[config.mk]
export PLATFORM = sky130hd
export DESIGN_NAME = asc_ctrl
export DESIGN_NICKNAME = d
export VERILOG_FILES = /design/src/asc_pkg.sv /design/src/asc_flasher.sv /design/src/asc_ctrl.sv
export VERILOG_INCLUDE_DIRS = /design/src
export SDC_FILE = /design/constraint.sdc
export NUM_CORES = 1
export LEC_CHECK = 0
export ABC_AREA = 1
export BUFFER_PORTS_ARGS = -buffer_cell sky130_fd_sc_hd__buf_4
export CORE_MARGIN = 3
export CORE_UTILIZATION = 45
export DETAILED_ROUTE_END_ITERATION = 8
export SYNTH_ARGS = -nofsm -noshare
export SYNTH_HDL_FRONTEND = slang
export SYNTH_SLANG_ARGS = --single-unit
[constraint.sdc]
create_clock -name i_clk -period 2.95 [get_ports i_clk]
set_input_delay 0.1475 -clock i_clk [delete_from_list [all_inputs] [get_ports i_clk]]
set_output_delay 0.1475 -clock i_clk [all_outputs]
set_load 0.05 [all_outputs]
[src/asc_regs.svh]
// Timing counts and fixed codes for the active/standby changeover controller
`ifndef ASC_REGS_SVH
`define ASC_REGS_SVH
`define ASC_CLK_HZ 40000000
`define ASC_FLASH_MS 250
`define ASC_FLASH_CYC ((`ASC_CLK_HZ / 1000) * `ASC_FLASH_MS)
`define ASC_SLOT_PRIMARY 1'b0
`define ASC_SLOT_SECONDARY 1'b1
`endif

[src/asc_pkg.sv]
// Types shared by the active/standby changeover controller
package asc_pkg;
  typedef enum logic [10:0] {
    ASC_ST_INIT     = 11'b000_0000_0001,
    ASC_ST_ADMIT    = 11'b000_0000_0010,
    ASC_ST_RUN      = 11'b000_0000_0100,
    ASC_ST_POLL     = 11'b000_0000_1000,
    ASC_ST_VERIFY   = 11'b000_0001_0000,
    ASC_ST_COPY     = 11'b000_0010_0000,
    ASC_ST_HOLD     = 11'b000_0100_0000,
    ASC_ST_XFER     = 11'b000_1000_0000,
    ASC_ST_SWAP     = 11'b001_0000_0000,
    ASC_ST_TEST     = 11'b010_0000_0000,
    ASC_ST_NONE     = 11'b100_0000_0000
  } asc_state_type;

  typedef enum logic [1:0] {
    ASC_MODE_OFF     = 2'b00,
    ASC_MODE_STANDBY = 2'b01,
    ASC_MODE_ACTIVE  = 2'b10,
    ASC_MODE_HOLD    = 2'b11
  } asc_mode_type;
endpackage

[src/asc_flasher.sv]
// Enable-gated flash generator for the education indicator; count and phase clear while disabled
`timescale 1ns/1ps
`include "asc_regs.svh"
module asc_flasher #(
  parameter int unsigned HALF_CYC = `ASC_FLASH_CYC
) (
  input wire logic i_clk,
  input wire logic i_rst_n,
  input wire logic i_en,
  output logic o_flash
);
  typedef struct packed {
    logic [31:0] cnt;
    logic ph;
  } asc_flash_type;

  asc_flash_type st_r;
  asc_flash_type st_nxt;

  always_comb
  begin
    st_nxt = st_r;
    if (!i_en)
    begin
      st_nxt.cnt = 32'h0000_0000;
      st_nxt.ph = 1'b0;
    end
    else if (st_r.cnt >= HALF_CYC - 1)
    begin
      st_nxt.cnt = 32'h0000_0000;
      st_nxt.ph = ~st_r.ph;
    end
    else
    begin
      st_nxt.cnt = st_r.cnt + 32'h0000_0001;
    end
  end

  always_ff @(posedge i_clk or negedge i_rst_n)
  begin
    if (!i_rst_n)
    begin
      st_r <= '0;
    end
    else
    begin
      st_r <= st_nxt;
    end
  end

  assign o_flash = st_r.ph;
endmodule

[src/asc_ctrl.sv]
// Active/standby changeover controller for a redundant module pair
// Summary of operation
// - Secondary slot position is learnt automatically once primary is fitted and operable.
// - At start-up a fitted primary becomes active by default.
// - No primary, configured unique secondary: secondary becomes active at start-up.
// - No primary, shared secondary location: pair is left with no active module.
// - Module goes active at start-up or changeover only with correct type and both removal switches closed; a rollback reactivates the held module unchecked.
// - Active module reports faults; controller then starts a changeover attempt.
// - Changeover polls for a fitted standby, keeping active module meanwhile.
// - Standby checked for type, closed switches and, until secondary position is learnt, pair membership via spare link.
// - Standby loaded with active configuration copy, then placed in standby state.
// - Active module moved to hold state; changeover data then transferred.
// - Education indicator flashes amber during changeover data transfer.
// - After transfer the former standby is active and the original is standby.
// - If new active fails self-test and changeover is not forced, it goes standby and held module reactivates.
// - Both removal switches open on active module counts as a changeover request.
// - Normally a changeover completes only when the incoming module is fault free.
// - Switches open plus reset button forces changeover onto a faulted module.
`timescale 1ns/1ps
`include "asc_regs.svh"
module asc_ctrl #(
  parameter int unsigned FLASH_CYC = `ASC_FLASH_CYC
) (
  input wire logic i_clk,
  input wire logic i_arst_n,
  // Slot 0 is the primary slot, slot 1 the secondary slot
  input wire logic [1:0] i_fitted,
  input wire logic [1:0] i_type_ok,
  input wire logic [1:0] i_sw_a_closed,
  input wire logic [1:0] i_sw_b_closed,
  input wire logic [1:0] i_fault,
  input wire logic [1:0] i_operable,
  input wire logic i_sec_configured,
  input wire logic i_sec_unique,
  input wire logic i_pair_link_ok,
  input wire logic i_reset_button,
  input wire logic i_cfg_done,
  input wire logic i_xfer_done,
  input wire logic i_test_done,
  input wire logic i_test_pass,
  output asc_pkg::asc_mode_type o_mode_pri,
  output asc_pkg::asc_mode_type o_mode_sec,
  output logic o_cfg_start,
  output logic o_cfg_copy,
  output logic [0:0] o_cfg_slot,
  output logic o_xfer_start,
  output logic o_test_start,
  output logic o_sec_known,
  output logic o_active_valid,
  output logic [0:0] o_active_slot,
  output logic o_busy,
  output logic o_request_pending,
  output logic o_forced,
  output logic o_rollback,
  output logic o_edu_amber_flash,
  output asc_pkg::asc_state_type o_state
);
  import asc_pkg::*;

  ////////////////////////////////////////////////////////////////////////////
  // Reset synchroniser

  logic rst_meta_r;
  logic rst_n_r;

  always_ff @(posedge i_clk or negedge i_arst_n)
  begin
    if (!i_arst_n)
    begin
      rst_meta_r <= 1'b0;
      rst_n_r <= 1'b0;
    end
    else
    begin
      rst_meta_r <= 1'b1;
      rst_n_r <= rst_meta_r;
    end
  end

  ////////////////////////////////////////////////////////////////////////////
  // State

  typedef struct packed {
    asc_state_type st;
    logic act;
    logic act_valid;
    logic sec_known;
    logic req;
    logic forced;
    logic rollback;
    logic cfg_start;
    logic cfg_copy;
    logic cfg_slot;
    logic xfer_start;
    logic test_start;
    logic cfg_wait;
    asc_mode_type mode0;
    asc_mode_type mode1;
  } asc_ctrl_type;

  asc_ctrl_type s_r;
  asc_ctrl_type s_nxt;

  function automatic logic admit_ok(input logic [1:0] fit, input logic [1:0] typ,
                                    input logic [1:0] swa, input logic [1:0] swb,
                                    input logic idx);
    admit_ok = fit[idx] && typ[idx] && swa[idx] && swb[idx];
  endfunction

  function automatic logic other(input logic idx);
    other = ~idx;
  endfunction

  function automatic asc_mode_type mode_of(input asc_ctrl_type s, input logic idx);
    mode_of = idx ? s.mode1 : s.mode0;
  endfunction

  function automatic asc_ctrl_type set_mode(input asc_ctrl_type s, input logic idx,
                                            input asc_mode_type m);
    asc_ctrl_type t;
    t = s;
    if (idx)
    begin
      t.mode1 = m;
    end
    else
    begin
      t.mode0 = m;
    end
    set_mode = t;
  endfunction

  logic act_sw_open;
  logic act_fault;
  logic sby;
  logic stby_ok;
  logic stby_clean;

  always_comb
  begin
    sby = other(s_r.act);
    act_sw_open = i_fitted[s_r.act] && !i_sw_a_closed[s_r.act] && !i_sw_b_closed[s_r.act];
    act_fault = i_fault[s_r.act];
    stby_ok = admit_ok(i_fitted, i_type_ok, i_sw_a_closed, i_sw_b_closed, sby)
              && (s_r.sec_known || i_pair_link_ok);
    stby_clean = !i_fault[sby] || s_r.forced;
  end

  ////////////////////////////////////////////////////////////////////////////
  // Supervisory sequence

  always_comb
  begin
    s_nxt = s_r;
    s_nxt.cfg_start = 1'b0;
    s_nxt.xfer_start = 1'b0;
    s_nxt.test_start = 1'b0;
    s_nxt.rollback = 1'b0;
    // Secondary position known once primary is fitted and operable
    if (i_fitted[0] && i_operable[0])
    begin
      s_nxt.sec_known = 1'b1;
    end
    // Request latch; duplicates while busy fold into the held one
    if (s_r.act_valid && (act_fault || act_sw_open) && !s_r.req)
    begin
      s_nxt.req = 1'b1;
    end
    if (s_r.req && act_sw_open && i_reset_button)
    begin
      s_nxt.forced = 1'b1;
    end
    case (s_r.st)
      ASC_ST_INIT:
      begin
        if (i_fitted[0])
        begin
          s_nxt.act = `ASC_SLOT_PRIMARY;
          s_nxt.st = ASC_ST_ADMIT;
        end
        else if (i_fitted[1] && i_sec_configured && i_sec_unique)
        begin
          s_nxt.act = `ASC_SLOT_SECONDARY;
          s_nxt.st = ASC_ST_ADMIT;
        end
        else if (i_fitted[1] && !i_sec_unique)
        begin
          s_nxt.st = ASC_ST_NONE;
        end
      end
      ASC_ST_ADMIT:
      begin
        if (!s_r.cfg_wait)
        begin
          if (admit_ok(i_fitted, i_type_ok, i_sw_a_closed, i_sw_b_closed, s_r.act))
          begin
            s_nxt.cfg_start = 1'b1;
            s_nxt.cfg_copy = 1'b0;
            s_nxt.cfg_slot = s_r.act;
            s_nxt.cfg_wait = 1'b1;
          end
        end
        else if (i_cfg_done)
        begin
          s_nxt.cfg_wait = 1'b0;
          s_nxt = set_mode(s_nxt, s_r.act, ASC_MODE_ACTIVE);
          s_nxt.act_valid = 1'b1;
          s_nxt.st = ASC_ST_RUN;
        end
      end
      ASC_ST_NONE:
      begin
        s_nxt.act_valid = 1'b0;
      end
      ASC_ST_RUN:
      begin
        if (s_r.req)
        begin
          s_nxt.st = ASC_ST_POLL;
        end
      end
      ASC_ST_POLL:
      begin
        // Active module stays in service while polling
        if (i_fitted[sby])
        begin
          s_nxt.st = ASC_ST_VERIFY;
        end
      end
      ASC_ST_VERIFY:
      begin
        if (stby_ok)
        begin
          s_nxt.cfg_start = 1'b1;
          s_nxt.cfg_copy = 1'b1;
          s_nxt.cfg_slot = sby;
          s_nxt.st = ASC_ST_COPY;
        end
        else if (!i_fitted[sby])
        begin
          s_nxt.st = ASC_ST_POLL;
        end
      end
      ASC_ST_COPY:
      begin
        if (i_cfg_done)
        begin
          s_nxt = set_mode(s_nxt, sby, ASC_MODE_STANDBY);
          s_nxt.st = ASC_ST_HOLD;
        end
      end
      ASC_ST_HOLD:
      begin
        // Incoming module must be clean unless forced
        if (stby_clean)
        begin
          s_nxt = set_mode(s_nxt, s_r.act, ASC_MODE_HOLD);
          s_nxt.xfer_start = 1'b1;
          s_nxt.st = ASC_ST_XFER;
        end
      end
      ASC_ST_XFER:
      begin
        if (i_xfer_done)
        begin
          s_nxt.st = ASC_ST_SWAP;
        end
      end
      ASC_ST_SWAP:
      begin
        s_nxt = set_mode(s_nxt, sby, ASC_MODE_ACTIVE);
        s_nxt.test_start = 1'b1;
        s_nxt.st = ASC_ST_TEST;
      end
      ASC_ST_TEST:
      begin
        if (i_test_done)
        begin
          if (i_test_pass || s_r.forced)
          begin
            s_nxt = set_mode(s_nxt, s_r.act, ASC_MODE_STANDBY);
            s_nxt.act = sby;
          end
          else
          begin
            s_nxt = set_mode(s_nxt, sby, ASC_MODE_STANDBY);
            s_nxt = set_mode(s_nxt, s_r.act, ASC_MODE_ACTIVE);
            s_nxt.rollback = 1'b1;
          end
          s_nxt.req = 1'b0;
          s_nxt.forced = 1'b0;
          s_nxt.st = ASC_ST_RUN;
        end
      end
      default:
      begin
        s_nxt.st = ASC_ST_INIT;
      end
    endcase
  end

  always_ff @(posedge i_clk or negedge rst_n_r)
  begin
    if (!rst_n_r)
    begin
      s_r <= '{st: ASC_ST_INIT, mode0: ASC_MODE_OFF, mode1: ASC_MODE_OFF, default: '0};
    end
    else
    begin
      s_r <= s_nxt;
    end
  end

  ////////////////////////////////////////////////////////////////////////////
  // Indicator and outputs

  logic flash;

  asc_flasher #(
    .HALF_CYC(FLASH_CYC)
  ) u_flasher (
    .i_clk(i_clk),
    .i_rst_n(rst_n_r),
    .i_en(s_r.st == ASC_ST_XFER),
    .o_flash(flash)
  );

  assign o_edu_amber_flash = flash;
  assign o_mode_pri = s_r.mode0;
  assign o_mode_sec = s_r.mode1;
  assign o_cfg_start = s_r.cfg_start;
  assign o_cfg_copy = s_r.cfg_copy;
  assign o_cfg_slot = s_r.cfg_slot;
  assign o_xfer_start = s_r.xfer_start;
  assign o_test_start = s_r.test_start;
  assign o_sec_known = s_r.sec_known;
  assign o_active_valid = s_r.act_valid;
  assign o_active_slot = s_r.act;
  assign o_busy = (s_r.st != ASC_ST_RUN) && (s_r.st != ASC_ST_NONE) && (s_r.st != ASC_ST_INIT);
  assign o_request_pending = s_r.req;
  assign o_forced = s_r.forced;
  assign o_rollback = s_r.rollback;
  assign o_state = s_r.st;
endmodule

==> results.tsv <==
metric	value	unit
Skew-Pair Late Insertion Delay	0.34	ns
clock tree sinks	62	
post-synthesis compound-gate area fraction	4.24	%
post-synthesis sequential area ratio	42.4	%
core box area	7810	µm²
Arr. time, crit path	2.37	ns
number of unique standard cell types used by synthesis	40	
Adder-Cell Fraction of Synth Area	0.342	%
Slew Viols, Final	0	
maximum clock frequency	468	MHz
number of input and output port buffers inserted	48	
type of element capturing the critical path	flip-flop	
global placement routability congestion	0.877	
total of flip-flops plus latches after synthesis	62	
largest net degree at the start of global routing	31	
global-route total usage across every layer	19.4	%
clock-pin slew on the worst setup and hold paths	0.07	ns
growth of design area from synthesis to finish	16.7	%
count of nets left with antenna violations after detail routing	0	
number of diodes	0	
met3 wire length	498	µm
met2 routed wirelength	3670	µm
H-tree depth reported by CTS	3	
DP Wirelength	6180	µm
cell type with the highest aggregate area in the netlist	dfrtp_1	
initial cell density of the core	46.9	%
largest family of logic cells by synthesized area	simple AND/OR/NAND/NOR gates	
Final Critical Period	2.14	ns
total I/O pin count	50	
number of buffers created by CTS	9	
Post-Synthesis Cell Area	3660	µm²
Max-cap violations	0	
Worst Path Required	3.18	ns
leading cell types by total area after synthesis	dfrtp_1 (42%), nand2_1 (12%), nor2_1 (6.4%)	
hold violation total from the final report	0	
worst hold path class	in -> reg	
final period utilization	72.5	%
yosys synthesis warning count	0	
worst-path fanout max	22	
power per standard cell area	665	nW/µm²
first-pass GRT wire length	13800	µm
fraction of final layout cells sized beyond drive strength 1	20.6	%
Simple-Gate Fraction of Synth Area	38.8	%
number of antenna violations at the first check in global routing	0	
number of buffers on the longest clock path	2	
RSZ-0062 raised after global routing	no	
sum of negative setup slack	0	ns
count of final setup violators	0	
clock skew after layout	0.00732	ns
Overflow after GRT	0	
CTS tree	done	
relative slew slack	53.6	%
met1 routed wirelength after detailed routing	3860	µm
number of iterations in the first detailed-routing pass	4	
via density per instance	4.89	
average cell area after synthesis	7.70	µm²
DR vias	3090	
remaining design rule violation count	0	
root buffer cell	clkbuf_8	
multiplexer area fraction after synthesis	0	%
share of Yosys cell area claimed by the top area cell type	41.7	%
routed wire length	8110	µm
kind of critical path	reg -> reg	
Post-Syn Instances	475	
worst-case setup margin in the final layout	0.812	ns
# rows	32	
total leakage power	2.19	nW
top routing layer in use	met4	
via count of the first global-routing pass	2898	
synthesized-area fraction occupied by xor and xnor cells	3.83	%
DIE WIDTH	96.2	µm
average routed wire per standard cell	12.8	µm
pin slew with the least headroom to its limit	0.696	ns
category of the worst setup path launch point	flip-flop	
Die ar.	9250	µm²
WHS	0.0161	ns
run status	finished clean	
DRC marker count from the first detailed-route iteration	191	
post-placement setup slack	0.878	ns
final layout net count	548	
peak supply drop	314	µV
Die H	96.2	µm
==> power by group <==
part           internal [mW]  total (mW)  switching [mW]
Clock                  0.497       0.828           0.332
Sequential             0.920        1.01          0.0917
Combinational          0.292       0.998           0.706
Total                   1.71        2.84            1.13
==> worst paths after layout <==
check | cells past startpoint | start | slack [ns] | endpoint
max | 10 | o_active_slot | 0.81 | o_state[5]
max reg2reg | 10 | o_active_slot | 0.81 | o_state[5]
min in group asynchronous | 2 | i_arst_n | 0.12 | rst_n_r
max in group asynchronous | 1 | rst_n_r | 2.13 | o_state[7]
min | 2 | i_operable[0] | 0.02 | o_sec_known
min reg2reg | 0 | rst_n_r | 0.14 | o_sec_known
==> Yosys cell counts (all sizes together) <==
cell type,instances
nand2,133
nor2,80
dfrtp,61
inv,60
nand3,42
buf,19
o21ai,16
nand4,14
xor2,12
nor3,10
nand3b,4
xnor2,4
nor3b,3
a21oi,2
a31oi,2
conb,2
o211ai,2
a211oi,1
a21boi,1
a21o,1
and2,1
and3,1
dfstp,1
ha,1
nor4,1
o21a,1
==> final cells by class <==
type	count	area, µm²
Timing Repair Buffer	51	385
Sequential cell	62	1550
Clock buffer	12	145
Multi-Input combinational cell	341	1760
Inverter	60	225
Fill cell	771	3540
Tap cell	102	128
Clock inverter	4	70.1
==> cell families after synthesis <==
| logic type | count (synthesis) |
|---|---|
| simple gates | 289 |
| compound gates | 26 |
| xor+xnor | 16 |
| other cells | 2 |
| fa+ha+maj | 1 |
| flops | 62 |
| buf+inv | 79 |
==> through the flow <==
stage | instances | total power [mW] | cell area, µm² | utilization, %
CTS | 632 | 2.86 | 4270 | 54.7
detailed placement | 615 | 2.02 | 4040 | 51.8
finish | 632 | 2.84 | 4270 | 54.7
floorplan | 482 | 1.79 | 3680 | -
global route | 632 | 3.00 | 4270 | 54.7
global placement | 615 | 2.00 | 4040 | 51.8
==> metal layers <==
layer	track usage (%)	up-vias
li1	-	1581
met1	27.8	1432
met2	29.2	69
met3	4.85	8
met4	4.98	0
met5	0	-
==> cell usage in the layout, fill, tap and decap left out, types with 6 or more instances in the layout <==
cell      netlist  routed
nand2_1       119     119
nor2_2         11      11
conb_1          2       9
nand2_2         9       9
buf_4          15      50
clkbuf_8        0      10
xor2_1         12      12
o21ai_0        13      13
nor2_1         62      62
nand4_1        14      14
nor3_1          6       6
dfrtp_1        61      60
nand3_1        40      40
inv_1          57      57
==> flip-flops by register name, summed over array words and instances (netlist names) <==
register and cells:
u_flasher.st_r 32, o_state 11, o_mode_pri 2, o_mode_sec 2, o_active_slot 1, o_active_valid 1, o_cfg_copy 1, o_cfg_slot 1
o_cfg_start 1, o_forced 1, o_request_pending 1, o_rollback 1, o_sec_known 1, o_test_start 1, o_xfer_start 1, rst_meta_r 1
rst_n_r 1, s_r 1, u_flasher.o_flash 1
==> timing repair <==
item | in CTS | in global routing
hold buffers | 1 | 0
hold endpoints to repair | 2 | 0
buffers inserted | 0 | 0
resized for setup | 0 | 0
==> worst max-delay path: stages (launching register included) <==
cell and delay, ns:
dfrtp_1 0.64, inv_1 0.36, nand4_1 0.13, nand2_1 0.09, nand2_1 0.08, nand3b_1 0.11, nand2_1 0.08, nor2_2 0.29
nand2_2 0.12, nand2_1 0.08, nand2_1 0.04
No activity file was read; power rests on OpenSTA's default activity.
